===== config.mk =====
export PLATFORM = sky130hd
export DESIGN_NAME = ufsf_top
export DESIGN_NICKNAME = d
export VERILOG_FILES = /design/src/design/ufsf_flag.v /design/src/design/ufsf_change.v /design/src/design/ufsf_top.v
export VERILOG_INCLUDE_DIRS = /design/src /design/src/design
export SDC_FILE = /design/constraint.sdc
export NUM_CORES = 1
export LEC_CHECK = 0
export BUFFER_PORTS_ARGS = -buffer_cell sky130_fd_sc_hd__clkbuf_2
export CAP_MARGIN = 20
export CORE_ASPECT_RATIO = 1.4
export CORE_UTILIZATION = 53
export DETAILED_ROUTE_END_ITERATION = 7
export PLACE_DENSITY = 0.81
export SETUP_SLACK_MARGIN = 0.5
export SLEW_MARGIN = 20
export SYNTH_ARGS = -nofsm -noshare
export SYNTH_HDL_FRONTEND = slang
export SYNTH_SLANG_ARGS = --single-unit

===== constraint.sdc =====
create_clock -name CLK_SYS -period 1.65 [get_ports CLK_SYS]
set_clock_uncertainty 0.15 [all_clocks]
set_input_delay 0.4125 -clock CLK_SYS [delete_from_list [all_inputs] [get_ports CLK_SYS]]
set_output_delay 0.4125 -clock CLK_SYS [all_outputs]
set_load 0.03 [all_outputs]

===== src/design/ufsf_defs.vh =====
// constants for the usb function status flag block
`ifndef UFSF_DEFS_VH
`define UFSF_DEFS_VH

// ----------------------------------------------------------------
// bus geometry
// ----------------------------------------------------------------
`define UFSF_ADDR_W          16
`define UFSF_DATA_W          8

// ----------------------------------------------------------------
// register addresses on the microcontroller data bus
// ----------------------------------------------------------------
`define UFSF_ADDR_MASK       16'hF007
`define UFSF_ADDR_STATUS     16'hF008
`define UFSF_ADDR_WAKE_EVT   16'hF009

// ----------------------------------------------------------------
// usb_event_status bit positions
// ----------------------------------------------------------------
`define UFSF_BIT_SETUP_OVW   0
`define UFSF_BIT_SETUP       1
`define UFSF_BIT_WAKE_CLK    2
`define UFSF_BIT_RESUME      3
`define UFSF_BIT_SUSPEND     4
`define UFSF_BIT_FUNC_RST    5
`define UFSF_FLAG_CNT        6

// ----------------------------------------------------------------
// wakeup_pin_events bit positions
// ----------------------------------------------------------------
`define UFSF_WBIT_VBUS       0
`define UFSF_WBIT_PIN_A      1
`define UFSF_WBIT_PIN_B      2
`define UFSF_WBIT_PIN_C      3
`define UFSF_WBIT_PIN_D      4
`define UFSF_WAKE_CNT        5

// ----------------------------------------------------------------
// reset values and the set level
// ----------------------------------------------------------------
`define UFSF_RST_BYTE        8'h00
`define UFSF_RST_BIT         1'b0
`define UFSF_SET_BIT         1'b1

`endif


===== src/design/ufsf_flag.v =====
// bank of sticky write-one-to-clear flags with a synchronous wipe
`timescale 1ns/100ps
`default_nettype none
`include "ufsf_defs.vh"

module ufsf_flag #(
  parameter WIDTH = 1
) (
  // clock and reset
  input  wire             clk,
  input  wire             rst_n,
  // hardware set, software clear, reset-like wipe
  input  wire [WIDTH-1:0] set,
  input  wire [WIDTH-1:0] clear,
  input  wire             wipe,
  // flag state
  output reg  [WIDTH-1:0] q
);

  reg [WIDTH-1:0] next_q;

  // ----------------------------------------------------------------
  // next state
  // ----------------------------------------------------------------
  // wipe models a reset and beats everything; a set beats a clear so
  // an event landing in the clearing cycle is never lost
  always @* begin
    if (wipe) begin
      next_q = {WIDTH{`UFSF_RST_BIT}};
    end else begin
      next_q = (q & ~clear) | set;
    end
  end

  // ----------------------------------------------------------------
  // storage
  // ----------------------------------------------------------------
  // flag register
  always @(posedge clk or negedge rst_n) begin
    if (!rst_n) begin
      q <= {WIDTH{`UFSF_RST_BIT}};
    end else begin
      q <= next_q;
    end
  end

endmodule
`default_nettype wire


===== src/design/ufsf_change.v =====
// level change detector producing one-cycle pulses per input bit
`timescale 1ns/100ps
`default_nettype none
`include "ufsf_defs.vh"

module ufsf_change #(
  parameter WIDTH = 5
) (
  // clock and reset
  input  wire             clk,
  input  wire             rst_n,
  // monitored levels and change pulses
  input  wire [WIDTH-1:0] level,
  output wire [WIDTH-1:0] change
);

  reg [WIDTH-1:0] prev;
  reg             primed;

  // ----------------------------------------------------------------
  // history
  // ----------------------------------------------------------------
  // primed blocks a false change on the first sample after reset,
  // when prev still holds its reset value rather than the pin level
  always @(posedge clk or negedge rst_n) begin
    if (!rst_n) begin
      prev   <= {WIDTH{`UFSF_RST_BIT}};
      primed <= `UFSF_RST_BIT;
    end else begin
      prev   <= level;
      primed <= `UFSF_SET_BIT;
    end
  end

  // change pulse per bit
  assign change = (prev ^ level) & {WIDTH{primed}};

endmodule
`default_nettype wire


===== src/design/ufsf_top.v =====
// usb function event status flags, mask and shared interrupt
//
// Summary of operation
// - interrupt only while matching mask bit set
// - clearing a flag withdraws its interrupt
// - hardware sets flags, write one clears
// - power-up/watchdog reset clear all flags, function reset included
// - bus reset clears flags when control bit set
// - bus reset sets function reset flag
// - function reset flag set on host port reset
// - wakeup flag set by pin change when enabled
// - wakeup interrupt restarts stopped clock if allowed
// - wakeup flag means change since pin bit cleared
// - suspend flag set on global or selective suspend
// - clearing wakeup flag clears shared wakeup interrupt
`timescale 1ns/100ps
`default_nettype none
`include "ufsf_defs.vh"

module ufsf_top #(
  parameter ADDR_W = `UFSF_ADDR_W,
  parameter DATA_W = `UFSF_DATA_W
) (
  // clock and power-up reset
  input  wire              CLK_SYS,
  input  wire              RST_N,
  // watchdog reset, one or more cycles high
  input  wire              WDT_RESET,
  // microcontroller data bus
  input  wire [ADDR_W-1:0] ADDR,
  input  wire              WR_EN,
  input  wire [DATA_W-1:0] WR_DATA,
  input  wire              RD_EN,
  output reg  [DATA_W-1:0] RD_DATA,
  output reg               RD_VALID,
  // bus event detectors
  input  wire              SETUP_RCVD,
  input  wire              SETUP_OVERWRITE,
  input  wire              RESUME_DET,
  input  wire              SUSPEND_DET,
  input  wire              BUS_RESET,
  // control bits held elsewhere in usb_function_control
  input  wire              BUS_RESET_CLEARS_FLAGS,
  input  wire              REMOTE_WAKE_EN,
  input  wire              CORE_CLK_STOPPED,
  // wakeup-capable levels
  input  wire              VBUS,
  input  wire              WAKE_PIN_A,
  input  wire              WAKE_PIN_B,
  input  wire              WAKE_PIN_C,
  input  wire              WAKE_PIN_D,
  // interrupt and clock wake request
  output reg               MCU_IRQ,
  output reg               CLK_RESTART_REQ
);

  // ----------------------------------------------------------------
  // declarations
  // ----------------------------------------------------------------
  wire                      sel_status;
  wire                      sel_mask;
  wire                      sel_wake;
  wire                      wr_status;
  wire                      wr_mask;
  wire                      wr_wake;
  wire [DATA_W-1:0]         status_clr;
  wire [DATA_W-1:0]         wake_clr;
  wire                      wipe_flags;
  wire                      wipe_func_rst;
  wire [`UFSF_WAKE_CNT-1:0] wake_levels;
  wire [`UFSF_WAKE_CNT-1:0] wake_change;
  wire [`UFSF_WAKE_CNT-1:0] wake_events;
  wire                      wake_any;
  wire                      wake_set;
  wire                      setup_ovw_flag;
  wire                      setup_flag;
  wire                      wakeup_clock_flag;
  wire                      resume_flag;
  wire                      suspend_request_flag;
  wire                      function_reset_flag;
  wire [`UFSF_FLAG_CNT-1:0] flags;
  wire [DATA_W-1:0]         status_byte;
  wire [DATA_W-1:0]         mask_byte;
  wire [DATA_W-1:0]         wake_byte;
  reg  [`UFSF_FLAG_CNT-1:0] usb_event_mask;
  reg  [`UFSF_FLAG_CNT-1:0] next_mask;
  reg  [DATA_W-1:0]         next_rd_data;
  wire                      next_irq;
  wire                      next_clk_restart;

  // ----------------------------------------------------------------
  // address decode
  // ----------------------------------------------------------------
  // full compare, so aliases of the registers never exist
  assign sel_status = (ADDR == `UFSF_ADDR_STATUS);
  assign sel_mask   = (ADDR == `UFSF_ADDR_MASK);
  assign sel_wake   = (ADDR == `UFSF_ADDR_WAKE_EVT);

  // write strobes per register
  assign wr_status = WR_EN & sel_status;
  assign wr_mask   = WR_EN & sel_mask;
  assign wr_wake   = WR_EN & sel_wake;

  // write one clears
  // a zero in the written byte leaves the matching flag untouched
  assign status_clr = WR_DATA & {DATA_W{wr_status}};
  assign wake_clr   = WR_DATA & {DATA_W{wr_wake}};

  // ----------------------------------------------------------------
  // reset sources for the flags
  // ----------------------------------------------------------------
  // watchdog clears flags
  // conditional bus reset
  // a usb bus reset only wipes the flags when firmware connected it
  assign wipe_flags = WDT_RESET | (BUS_RESET & BUS_RESET_CLEARS_FLAGS);

  // watchdog only clears
  // the function reset flag survives any bus reset
  assign wipe_func_rst = WDT_RESET;

  // ----------------------------------------------------------------
  // wakeup pin change detection
  // ----------------------------------------------------------------
  // pins arrive synchronous to CLK_SYS, so no synchroniser here
  assign wake_levels[`UFSF_WBIT_VBUS]  = VBUS;
  assign wake_levels[`UFSF_WBIT_PIN_A] = WAKE_PIN_A;
  assign wake_levels[`UFSF_WBIT_PIN_B] = WAKE_PIN_B;
  assign wake_levels[`UFSF_WBIT_PIN_C] = WAKE_PIN_C;
  assign wake_levels[`UFSF_WBIT_PIN_D] = WAKE_PIN_D;

  // one-cycle pulse on each level change
  ufsf_change #(
    .WIDTH (`UFSF_WAKE_CNT)
  ) u_change (
    .clk    (CLK_SYS),
    .rst_n  (RST_N),
    .level  (wake_levels),
    .change (wake_change)
  );

  // per-pin event record
  // bits stay until firmware clears each one individually or a watchdog reset wipes them
  ufsf_flag #(
    .WIDTH (`UFSF_WAKE_CNT)
  ) u_wake_evt (
    .clk   (CLK_SYS),
    .rst_n (RST_N),
    .set   (wake_change),
    .clear (wake_clr[`UFSF_WAKE_CNT-1:0]),
    .wipe  (WDT_RESET),
    .q     (wake_events)
  );

  // wakeup flag set
  // all pin pulses merge into one; gated by the wakeup mask bit, and
  // once set further changes only show in the per-pin record
  assign wake_any = |wake_change;
  assign wake_set = wake_any & usb_event_mask[`UFSF_BIT_WAKE_CLK];

  // ----------------------------------------------------------------
  // status flags
  // ----------------------------------------------------------------
  // setup overwrite flag
  ufsf_flag #(
    .WIDTH (1)
  ) u_setup_ovw (
    .clk   (CLK_SYS),
    .rst_n (RST_N),
    .set   (SETUP_OVERWRITE),
    .clear (status_clr[`UFSF_BIT_SETUP_OVW]),
    .wipe  (wipe_flags),
    .q     (setup_ovw_flag)
  );

  ufsf_flag #(
    .WIDTH (1)
  ) u_setup (
    .clk   (CLK_SYS),
    .rst_n (RST_N),
    .set   (SETUP_RCVD),
    .clear (status_clr[`UFSF_BIT_SETUP]),
    .wipe  (wipe_flags),
    .q     (setup_flag)
  );

  // shared wakeup clear
  // one write clears the single wakeup interrupt for every pin
  ufsf_flag #(
    .WIDTH (1)
  ) u_wake_clk (
    .clk   (CLK_SYS),
    .rst_n (RST_N),
    .set   (wake_set),
    .clear (status_clr[`UFSF_BIT_WAKE_CLK]),
    .wipe  (wipe_flags),
    .q     (wakeup_clock_flag)
  );

  ufsf_flag #(
    .WIDTH (1)
  ) u_resume (
    .clk   (CLK_SYS),
    .rst_n (RST_N),
    .set   (RESUME_DET),
    .clear (status_clr[`UFSF_BIT_RESUME]),
    .wipe  (wipe_flags),
    .q     (resume_flag)
  );

  ufsf_flag #(
    .WIDTH (1)
  ) u_suspend (
    .clk   (CLK_SYS),
    .rst_n (RST_N),
    .set   (SUSPEND_DET),
    .clear (status_clr[`UFSF_BIT_SUSPEND]),
    .wipe  (wipe_flags),
    .q     (suspend_request_flag)
  );

  // function reset flag
  // bus reset is a level; it keeps setting the flag while it lasts,
  // so a firmware clear during the reset does not stick
  ufsf_flag #(
    .WIDTH (1)
  ) u_func_rst (
    .clk   (CLK_SYS),
    .rst_n (RST_N),
    .set   (BUS_RESET),
    .clear (status_clr[`UFSF_BIT_FUNC_RST]),
    .wipe  (wipe_func_rst),
    .q     (function_reset_flag)
  );

  // gather the flags in register order
  assign flags[`UFSF_BIT_SETUP_OVW] = setup_ovw_flag;
  assign flags[`UFSF_BIT_SETUP]     = setup_flag;
  assign flags[`UFSF_BIT_WAKE_CLK]  = wakeup_clock_flag;
  assign flags[`UFSF_BIT_RESUME]    = resume_flag;
  assign flags[`UFSF_BIT_SUSPEND]   = suspend_request_flag;
  assign flags[`UFSF_BIT_FUNC_RST]  = function_reset_flag;

  // ----------------------------------------------------------------
  // interrupt mask register
  // ----------------------------------------------------------------
  // low six mask bits
  // a bus reset leaves the mask alone; only power-up or watchdog
  always @* begin
    if (WDT_RESET) begin
      next_mask = {`UFSF_FLAG_CNT{`UFSF_RST_BIT}};
    end else if (wr_mask) begin
      next_mask = WR_DATA[`UFSF_FLAG_CNT-1:0];
    end else begin
      next_mask = usb_event_mask;
    end
  end

  // mask storage
  always @(posedge CLK_SYS or negedge RST_N) begin
    if (!RST_N) begin
      usb_event_mask <= {`UFSF_FLAG_CNT{`UFSF_RST_BIT}};
    end else begin
      usb_event_mask <= next_mask;
    end
  end

  // ----------------------------------------------------------------
  // read path
  // ----------------------------------------------------------------
  // reserved bits read zero
  assign status_byte = {{(DATA_W-`UFSF_FLAG_CNT){`UFSF_RST_BIT}}, flags};
  assign mask_byte   = {{(DATA_W-`UFSF_FLAG_CNT){`UFSF_RST_BIT}},
                        usb_event_mask};
  assign wake_byte   = {{(DATA_W-`UFSF_WAKE_CNT){`UFSF_RST_BIT}},
                        wake_events};

  // read mux; unmapped addresses answer zero
  always @* begin
    next_rd_data = `UFSF_RST_BYTE;
    if (RD_EN) begin
      if (sel_status) begin
        next_rd_data = status_byte;
      end else if (sel_mask) begin
        next_rd_data = mask_byte;
      end else if (sel_wake) begin
        next_rd_data = wake_byte;
      end else begin
        next_rd_data = `UFSF_RST_BYTE;
      end
    end else begin
      next_rd_data = RD_DATA;
    end
  end

  // ----------------------------------------------------------------
  // interrupt and clock wake
  // ----------------------------------------------------------------
  // masked interrupt
  // clear withdraws interrupt
  // the line is a pure function of flag and mask, so any clear of a
  // flag, the wakeup flag included, drops its share of the interrupt
  assign next_irq = |(flags & usb_event_mask);

  // clock restart request
  // only a live, enabled wakeup interrupt may wake a stopped clock
  assign next_clk_restart = wakeup_clock_flag &
                            usb_event_mask[`UFSF_BIT_WAKE_CLK] &
                            REMOTE_WAKE_EN & CORE_CLK_STOPPED;

  // output registers; outputs come straight from flip-flops
  always @(posedge CLK_SYS or negedge RST_N) begin
    if (!RST_N) begin
      RD_DATA         <= `UFSF_RST_BYTE;
      RD_VALID        <= `UFSF_RST_BIT;
      MCU_IRQ         <= `UFSF_RST_BIT;
      CLK_RESTART_REQ <= `UFSF_RST_BIT;
    end else begin
      RD_DATA         <= next_rd_data;
      RD_VALID        <= RD_EN;
      MCU_IRQ         <= next_irq;
      CLK_RESTART_REQ <= next_clk_restart;
    end
  end

endmodule
`default_nettype wire


# Yosys cells after proc, flatten, opt, wreduce, memory -nomap -nowiden
# Index checks and enable logic that the tools add are counted.
[classes]
eq_ne = 3
mux = 12
n_bitwise = 35
reduce_logical = 3
[op_table]
columns = ["op", "count"]
rows = [
  ["$eq 16x16->1 const B", 3],
  ["$mux 6", 4],
  ["$and 5x5->5", 3],
  ["$and 1x1->1", 14],
  ["$and 6x6->6", 2],
  ["$mux 5", 2],
  ["$or 1x1->1", 7],
  ["$mux 1", 6],
  ["$not 1->1", 6],
  ["$reduce_or 6->1", 1],
  ["$not 5->5", 1],
  ["$or 5x5->5", 1],
  ["$reduce_or 5->1", 1],
  ["$xor 5x5->5", 1],
  ["$reduce_bool 2->1", 1],
]
[word_totals]
regBits = 34
input_bits = 42
output_inout_bits = 11
elab_cells = 67

# Logic depth before layout (Yosys ltp)
# Gate-level depths: netlist of run 1.
[logic_depth]
depth_word = 7
depth_mapped = 6
mapped_depth_nobuf = 4

# By module
# A second synthesis of run 1 with hierarchy kept.
[unflattened]
hier_cells = 156
hier_area_um2 = 1684.1
[by_module_without_submodules]
columns = ["module", "instances", "cells_each", "area_per_inst_um2", "seq_area_each_um2"]
rows = [
  ["ufsf_top", 1, 95, 992.2, 375.4],
  ["ufsf_flag (u_func_rst ...)", 6, 4, 43.8, 25.0],
  ["ufsf_change", 1, 17, 229.0, 150.1],
  ["ufsf_flag (u_wake_evt)", 1, 20, 200.2, 125.1],
]

# Worst setup path before layout of run 1
# Ideal clock, no wire load.
[synth_timing]
path_kind = "input -> register"
start = "input port ADDR[7]"
end = "register u_func_rst.q"
setup_time_ps = 136
arrival_ps = 1964
required_ps = 1364
slack_ps = -601
cell_stages = 6
n_path_buf = 2
path_cell_list = "or4_4 -> buf_6 -> or4_1 -> buf_4 -> o21ai_1 -> a21oi_1"
[synth_via]
elab_chain_cells = 7
[synth_lines]
columns = ["item", "line", "text"]
rows = [
  ["start, declared", "ufsf_top.v:30", "input wire [ADDR_W-1:0] ADDR,"],
  ["$eq 16x16->1 (no source line)", "-", ""],
  ["$and 1x1->1", "ufsf_top.v:100", "assign wr_status = WR_EN & sel_status;"],
  ["$and 6x6->6", "ufsf_top.v:106", "assign status_clr = WR_DATA & {DATA_W{wr_status}};"],
  ["$not 1->1", "ufsf_flag.v:31", "next_q = (q & ~clear) | set;"],
  ["$and 1x1->1", "ufsf_flag.v:31", ""],
  ["$or 1x1->1", "ufsf_flag.v:31", ""],
  ["$mux 1", "ufsf_flag.v:28", "if (wipe) begin"],
  ["via u_func_rst.next_q", "ufsf_flag.v:20", "reg [WIDTH-1:0] next_q;"],
  ["end signal, assigned", "ufsf_flag.v:41", "q <= {WIDTH{`UFSF_RST_BIT}};"],
  ["end signal, assigned", "ufsf_flag.v:43", "q <= next_q;"],
  ["end, declared", "ufsf_flag.v:17", "output reg [WIDTH-1:0] q"],
]
# The timed path passes the listed nets, and every way through them passes these cells.
# A chain may end at the register's enable or synchronous reset.

# Worst setup path after layout of run 1
[layout_timing]
start = "input port ADDR[6]"
end = "register RD_DATA[0]"
[layout_via]
elab_chain_cells = 4
word_cells_on_any_way = 6
classes_between = "3 x eq/ne; 3 x mux"
[layout_lines]
columns = ["item", "line", "text"]
rows = [
  ["$eq 16x16->1 (no source line)", "-", ""],
  ["$mux 5", "ufsf_top.v:285", "end else if (sel_wake) begin"],
  ["$mux 6", "ufsf_top.v:283", "end else if (sel_mask) begin"],
  ["$mux 6 *", "ufsf_top.v:281", "if (sel_status) begin"],
  ["end signal, assigned", "ufsf_top.v:313", "RD_DATA <= `UFSF_RST_BYTE;"],
  ["end signal, assigned", "ufsf_top.v:318", "RD_DATA <= next_rd_data;"],
  ["end, declared", "ufsf_top.v:34", "output reg [DATA_W-1:0] RD_DATA,"],
]
# Every way passes the cells marked *; elsewhere a longest branch is shown, timed or not.

==> flow_metrics.tcl, run 1 <==
set metrics [dict create \
    outcome "finished, violations left" \
    violations "hold timing, setup timing" \
    finalHoldViolCount 9 \
    routed_wl_mm 5.42 \
    async_flop_share 1.00 \
    crit_arrival_ps 1950 \
    mostFrequentLayoutCell "clkbuf_2" \
    syn_area_um2 1570 \
    synth_seq_cells 32 \
    critPathTopFamily "simple AND/OR/NAND/NOR gates" \
    ys_seq_area_frac 0.510 \
    r2r_cells 4 \
    overflow 0 \
    end_kind "flip-flop" \
    whs_ps -6.02 \
    cts_tree "yes" \
    synth_flop_cell "dfrtp_1" \
    viasPerCell 6.31 \
    setup_slack_ps -286 \
    synth_area_per_cell_um2 9.81 \
    r2r-start "u_change.prev[0]" \
    dp_hpwl_mm 3.08 \
    die_height_um 66.4 \
    ios 53 \
    worstPathMaxFanout 5 \
    p_leak_nw 1.03 \
    cts_made_buffers 5 \
    clk_path_buf_depth 2 \
    timing_max_transition_violations_final 0 \
    area_growth_pct 50.4 \
    wire_per_inst_um 20.6 \
    synthTopCellsByArea "dfrtp_1 51%, a21oi_1 7.0%, o21ai_0 4.5%, a211oi_2 4.0%, nand2_1 3.8%" \
    finalInstanceArea_um2 2360 \
    clkSinkCount 32 \
    fin_crit_ps 1940 \
    ys_warn_count 0 \
    critical_path_class "primary input to flip-flop" \
    drc_errors 0 \
    rows 23 \
    synth_edf_count 0 \
    antenna_found_initial 0 \
    port_buffers 48 \
    start_kind "primary input" \
    start_util 0.551 \
    synth_largest_area_cell "dfrtp_1" \
    synth_top_area_frac 0.510 \
    hold_path.class "primary input to async pin" \
    max_stage_delay_ps 640 \
    num_antenna_cells 0 \
    worst_r2r_endpoint "u_wake_clk.q" \
    htree_levels 2 \
    ir_drop_mv 0.773 \
    cp_common_cell "or4_4" \
    critPathRequiredTime_ps 1670 \
    detailroute.via_count 1659 \
    max_freq_mhz 516 \
    maxCapViolCount 0 \
    crit_chain "clkbuf_2 > or4_4 > or4_4 > nor3_2 > a211oi_2" \
    placed_area_um2 1940 \
    synth_cell_types 30 \
    period_share 1.17 \
    cts_root_buf "clkbuf_8" \
    insertion_delay_ps 280 \
    cp.buffers_inverters 1 \
    cp_slowest_cell "or4_4" \
    rsz0062_at_grt "true" \
    regToRegSetupSlack_ps 370 \
    ant_nets 0 \
    finalSetupViolCount 22 \
    drt_iter0_drc 103 \
    final_cell_mix "35 x clkbuf_2, 30 x dfrtp_1, 17 x o21ai_2, 17 x buf_4, 16 x nand2_1" \
    die_area_um2 3190 \
    dieWidth_um 48 \
    power.density_nw_per_um2 721 \
    dpl.cell_count 250 \
    syn_inst 160 \
    dr.pass1.iters 5 \
    grt_max_degree 33 \
    grt_pass1_wl_mm 7.28 \
    grt_pass1_vias 1619 \
    drive_gt1_frac 0.558 \
    nets 268 \
    core_um2 2850 \
    gp_congestion 0.885 \
    fin_cells 263 \
    path_clk_slew_ps 60 \
    tns_ps -5080 \
    groute.usage.overall 0.341 \
]
-- through the flow --
stage | setup WS, ps | total power (W) | hold slack (ps) | util
after floorplan | -448 | 0.000967 | -33.1 | -
after global placement | -585 | 0.00106 | 290 | 0.682
after detailed placement | -612 | 0.00108 | 298 | 0.682
after CTS | -264 | 0.00165 | -4.47 | 0.767
after global routing | -323 | 0.00177 | 19.3 | 0.829
final | -286 | 0.00170 | -6.02 | 0.829
-- cell type report --
class                           count  area (µm²)
Multi-Input combinational cell    111         902
Sequential cell                    32         803
Timing Repair Buffer               65         490
Fill cell                         158         488
Clock buffer                        6        72.6
Tap cell                           37        46.3
Inverter                           11        41.3
Clock inverter                      1        5.00
-- layer usage --
metal,up-vias,routed length [µm],GRT usage
met4,0,381,0.222
li1,707,-,-
met5,-,0,0
met3,40,368,0.104
met2,118,3030,0.556
met1,794,1640,0.358
-- cells in the mapped netlist, types with 2 or more instances --
master / count
or4_1: 3
inv_1: 11
nor3_2: 5
a21oi_1: 22
a22oi_1: 3
nand2_1: 16
buf_4: 3
xor2_1: 5
nand4bb_1: 2
nor4_1: 2
nand3_1: 8
o21ai_0: 14
nor2_1: 5
a211oi_2: 5
o21ai_1: 5
dfrtp_1: 32
clkbuf_1: 5
conb_1: 2
-- flip-flops by register name, indices dropped and copies added (netlist names) --
| signal | flops |
|---|---|
| RD_DATA | 6 |
| usb_event_mask | 6 |
| u_change.prev | 5 |
| u_wake_evt.q | 5 |
| CLK_RESTART_REQ | 1 |
| MCU_IRQ | 1 |
| RD_VALID | 1 |
| u_change.primed | 1 |
| u_func_rst.q | 1 |
| u_resume.q | 1 |
| u_setup.q | 1 |
| u_setup_ovw.q | 1 |
| u_suspend.q | 1 |
| u_wake_clk.q | 1 |
-- where the power goes --
part	leakage, nW	internal (W)	switching, W
clock network	0.0410	0.000286	0.000266
logic	0.579	0.000130	0.000167
registers	0.411	0.000820	0.0000336
-- how the worst max path moves through the flow --
stage          cells past startpoint  slack, ps             to     from
3_5_place_dp                       5       -610    u_suspend.q  ADDR[0]
4_1_cts                            5       -260   u_func_rst.q  ADDR[4]
6_report                           5       -290     RD_DATA[0]  ADDR[6]
5_1_grt                            5       -320  u_setup_ovw.q  ADDR[2]
2_1_floorplan                      5       -450   u_func_rst.q  ADDR[0]
3_3_place_gp                       5       -580    u_suspend.q  ADDR[0]
-- logic make-up (layout without fill, tap and decap cells) --
family,after synthesis,in the layout,share of synthesized area
DFF,32,32,0.510
xor gates and xnor gates,5,5,0.0279
AOI/OAI and AO/OA,53,53,0.210
and+or+nand+nor,48,50,0.187
buffers and inverters,20,83,0.0598
other,2,3,0.00478
-- repair_timing --
action                     in CTS  in global routing
resized for setup              32                 48
cloned                          2                  0
setup endpoints to repair      32                 33
pin swaps                       9                 14
hold endpoints to repair       17                  0
setup buffers                   3                  1
No activity file was read; power rests on OpenSTA's default activity.
==> run 2: changes to the inputs <==
--- a/config.mk
+++ b/config.mk
@@ -9,9 +9,10 @@
 export BUFFER_PORTS_ARGS = -buffer_cell sky130_fd_sc_hd__clkbuf_2
 export CAP_MARGIN = 20
 export CORE_ASPECT_RATIO = 1.4
-export CORE_UTILIZATION = 53
+export CORE_UTILIZATION = 55
+export CTS_BUF_LIST = sky130_fd_sc_hd__clkbuf_8
 export DETAILED_ROUTE_END_ITERATION = 7
-export PLACE_DENSITY = 0.81
+export PLACE_DENSITY = 0.83
 export SETUP_SLACK_MARGIN = 0.5
 export SLEW_MARGIN = 20
 export SYNTH_ARGS = -nofsm -noshare
==> flow_metrics.tcl, run 2 (synthesized netlist as in run 1, its figures left out) <==
set metrics [dict create \
    area_growth_pct 54.0 \
    gp_congestion 0.888 \
    cts_root_buf "clkbuf_8" \
    grt_pass1_wl_mm 7.57 \
    placed_area_um2 1950 \
    ant_nets 0 \
    worstPathMaxFanout 5 \
    htree_levels 2 \
    rows 22 \
    die_height_um 65.2 \
    startpoint "ADDR[4]" \
    reg_top3 "RD_DATA (6), usb_event_mask (6)" \
    p_total_w 0.00192 \
    drive_gt1_frac 0.519 \
    pre_cts_ws_ps -600 \
    violations "hold timing, setup timing" \
    dp_hpwl_mm 3.02 \
    dieWidth_um 47.2 \
    clkSinkCount 32 \
    wire_per_inst_um 21.3 \
    rsz0062_at_grt "true" \
    overflow 0 \
    detailroute.via_count 1686 \
    routed_wl_mm 5.69 \
    start_kind "primary input" \
    power.density_nw_per_um2 794 \
    ios 53 \
    antenna_found_initial 0 \
    max_freq_mhz 496 \
    core_um2 2670 \
    timing_max_transition_violations_final 0 \
    die_area_um2 3080 \
    drc_errors 0 \
    path_clk_slew_ps 80 \
    hold_path.class "primary input to async pin" \
    nets 272 \
    dr.pass1.iters 6 \
    end_kind "flip-flop" \
    crit_arrival_ps 2060 \
    num_antenna_cells 0 \
    p_leak_nw 1.11 \
    critPathRequiredTime_ps 1700 \
    mostFrequentLayoutCell "clkbuf_2" \
    finalHoldViolCount 23 \
    r2r-start "u_change.prev[0]" \
    maxCapViolCount 0 \
    fin_util 0.906 \
    viasPerCell 6.31 \
    grt_pass1_vias 1613 \
    fin_crit_ps 2020 \
    fillers 114 \
    cts_made_buffers 5 \
    port_buffers 48 \
    critical_path_class "primary input to flip-flop" \
    grt_max_degree 33 \
    setup_slack_ps -365 \
    finalSetupViolCount 22 \
    groute.usage.overall 0.354 \
    outcome "finished, violations left" \
    cts_tree "yes" \
    start_util 0.588 \
    r2r_cells 4 \
    ir_drop_mv 0.846 \
    clk_path_buf_depth 2 \
    finalInstanceArea_um2 2420 \
    period_share 1.22 \
    whs_ps -24.3 \
    insertion_delay_ps 300 \
    drt_iter0_drc 137 \
    final_cell_mix "35 x clkbuf_2, 32 x dfrtp_1, 20 x buf_4" \
]
==> run 2: cell count changes in the layout (fill, tap and decap cells not counted), moves of 3 or more <==
cell,previous run,this run
a21oi_1,12,19
a21oi_2,10,3
buf_4,17,20
buf_6,2,5
nor3_4,1,4
o21ai_1,1,5
o21ai_2,17,12
==> run 2: area by class of cell <==
| cell class | count | area, µm² | area share |
|---|---|---|---|
| Inverter | 11 | 41.3 | 0.0171 |
| Clock buffer | 5 | 68.8 | 0.0285 |
| Clock inverter | 3 | 42.5 | 0.0176 |
| Tap cell | 36 | 45.0 | 0.0186 |
| Timing Repair Buffer | 69 | 517 | 0.214 |
| Sequential cell | 32 | 801 | 0.331 |
| Multi-Input combinational cell | 111 | 903 | 0.374 |
==> run 2: per-stage QoR <==
stage | std cells | setup TNS [ps]
final | 267 | -5100
after global routing | 267 | -5310
after CTS | 265 | -4780
after detailed placement | 250 | -12090
after global placement | 250 | -11100
after floorplan | 161 | -8730
==> run 2: where the power goes <==
part / total [W] / leakage [nW] / internal, W / switching [W]
clock: 0.000764 / 0.0541 / 0.000447 / 0.000317
sequential: 0.000854 / 0.414 / 0.000819 / 0.0000347
combinational: 0.000302 / 0.639 / 0.000132 / 0.000170
total: 0.00192 / 1.11 / 0.00140 / 0.000522
==> run 2: worst paths after layout <==
kind,endpoint,slack (ps)
worst max-delay path,RD_DATA[4],-370
worst min-delay path,RD_DATA[5],-20
worst max register to register,u_wake_clk.q,210
worst min register to register,u_wake_evt.q[1],410
max in group asynchronous,u_change.prev[1],1050
min in group CLK_SYS,u_change.prev[4],100
==> run 2: what timing repair did <==
action,4_1_cts,5_1_grt
setup buffers,5,2
setup endpoints to repair,32,32
gates resized for setup,39,28
gates cloned,2,0
pin swaps,15,5
endpoints found under the hold margin,12,0
==> run 2: worst max-delay path: stages <==
cell,delay (ps)
buf_6,100
or4_4,590
o41ai_4,380
buf_4,200
a21oi_1,110
a211oi_2,270
==> run 2: routing by layer <==
layer  global-route usage  wire (µm)
met1                0.400       1890
met5                    0          0
met4                0.179        303
met3               0.0687        479
met2                0.604       3020
==> run 3: changes to the inputs <==
--- a/config.mk
+++ b/config.mk
@@ -9,6 +9,7 @@
 export BUFFER_PORTS_ARGS = -buffer_cell sky130_fd_sc_hd__clkbuf_2
 export CAP_MARGIN = 20
 export CORE_ASPECT_RATIO = 1.4
+export CORE_MARGIN = 2
 export CORE_UTILIZATION = 55
 export CTS_BUF_LIST = sky130_fd_sc_hd__clkbuf_8
 export DETAILED_ROUTE_END_ITERATION = 7
==> flow_metrics.tcl, run 3 (synthesized netlist as in run 1, its figures left out) <==
set metrics [dict create \
    cts_made_buffers 5 \
    outcome "finished, violations left" \
    p_leak_nw 1.11 \
    mostFrequentLayoutCell "clkbuf_2" \
    start_kind "primary input" \
    critPathRequiredTime_ps 1670 \
    ir_drop_mv 0.866 \
    routed_wl_mm 5.26 \
    cp_slowest_cell "or4_4" \
    whs_ps 97.1 \
    die_height_um 67.2 \
    detailroute.via_count 1613 \
    hold_path_startpoint "VBUS" \
    max_freq_mhz 506 \
    drt_iter0_drc 72 \
    overflow 0 \
    finalHoldViolCount 0 \
    path_clk_slew_ps 70 \
    critical_path_class "primary input to flip-flop" \
    power.density_nw_per_um2 807 \
    clkSinkCount 32 \
    period_share 1.20 \
    nets 272 \
    cts_tree "yes" \
    critPathTopFamily "simple AND/OR/NAND/NOR gates" \
    reg_top3 "RD_DATA (6), usb_event_mask (6)" \
    placed_area_um2 1930 \
    rsz0062_at_grt "true" \
    groute.usage.overall 0.309 \
    viasPerCell 6.04 \
    core_um2 2670 \
    final_cell_mix "36 x clkbuf_2, 32 x dfrtp_1, 20 x a21oi_1" \
    grt_max_degree 33 \
    start_util 0.588 \
    finalInstanceArea_um2 2340 \
    rows 22 \
    setup_slack_ps -326 \
    cts_root_buf "clkbuf_8" \
    insertion_delay_ps 290 \
    dpl.cell_count 247 \
    clk_path_buf_depth 2 \
    pre_cts_ws_ps -604 \
    finalSetupViolCount 22 \
    hold_path.class "primary input to flip-flop" \
    r2r-start "u_change.prev[4]" \
    drive_gt1_frac 0.485 \
    r2r_cells 4 \
    startpoint "ADDR[4]" \
    drc_errors 0 \
    antenna_found_initial 0 \
    cp_common_cell "or4_4" \
    register_area_um2 801 \
    ios 53 \
    crit_chain "clkbuf_2 > or4_4 > or4_4 > nor3_2 > a211oi_2" \
    worstPathMaxFanout 6 \
    end_kind "flip-flop" \
    worst_r2r_endpoint "u_wake_clk.q" \
    violations "setup timing" \
    fillers 129 \
    hold_end "u_change.prev[0]" \
    max_stage_delay_ps 630 \
    area_growth_pct 48.9 \
    die_area_um2 3300 \
    multiInputGateArea_um2 812 \
    ant_nets 0 \
    port_buffers 48 \
    htree_levels 2 \
    regToRegSetupSlack_ps 320 \
    num_antenna_cells 0 \
    dieWidth_um 49.2 \
    p_total_w 0.00189 \
    cp.buffers_inverters 1 \
    fin_cells 267 \
    whs_path_depth 1 \
    crit_arrival_ps 2000 \
    maxCapViolCount 0 \
    fin_crit_ps 1980 \
    wire_per_inst_um 19.7 \
    dp_hpwl_mm 2.97 \
    timing_max_transition_violations_final 0 \
    grt_pass1_wl_mm 7.32 \
    dr.pass1.iters 4 \
    gp_congestion 0.898 \
    grt_pass1_vias 1543 \
]
## run 3: cell types whose count changed in the layout (fill, tap and decap cells not counted), moves of 2 or more
cell / before / now
buf_4: 20 / 18
nand4bb_4: 2 / 0
nor3_4: 4 / 1
nor3_2: 2 / 5
nand4bb_1: 0 / 2
## run 3: per-stage QoR
step,utilization,setup TNS [ps]
floorplan,-,-8730
global placement,0.721,-10840
detailed placement,0.721,-11540
CTS,0.839,-5330
global route,0.876,-6630
finish,0.876,-6030
## run 3: worst max path at each step
stage,cells past startpoint,endpoint
after CTS,7,RD_DATA[1]
after global placement,5,u_suspend.q
after global routing,5,RD_DATA[4]
final,5,RD_DATA[4]
after floorplan,5,u_func_rst.q
after detailed placement,5,u_suspend.q
## run 3: timing repair
action	in CTS	in global routing
endpoints found under the setup margin	32	64
setup buffers	7	3
gates resized for setup	35	28
hold buffers	1	0
gates cloned	1	0
pin swaps	9	6
hold endpoints to repair	32	0
## run 3: layout make-up
cell class	count	share of cell area
repair buffers	70	0.227
inverters	11	0.0177
clock buffers	5	0.0294
well taps	36	0.0193
flip-flops and latches	32	0.342
clock inverters	3	0.0166
multi-input cells	110	0.347
## run 3: power by group
| group | total, W | internal (W) | switching [W] | leakage, nW |
|---|---|---|---|---|
| Clock | 0.000749 | 0.000442 | 0.000308 | 0.0593 |
| Sequential | 0.000854 | 0.000820 | 0.0000343 | 0.414 |
| Combinational | 0.000284 | 0.000129 | 0.000155 | 0.634 |
## run 3: layer usage
metal  GRT usage  up-vias  share of wire
li1            -      708              -
met1       0.313      769           0.35
met2       0.544      102           0.52
met3      0.0885       34          0.068
met4       0.225        0          0.066
met5           0        -              0
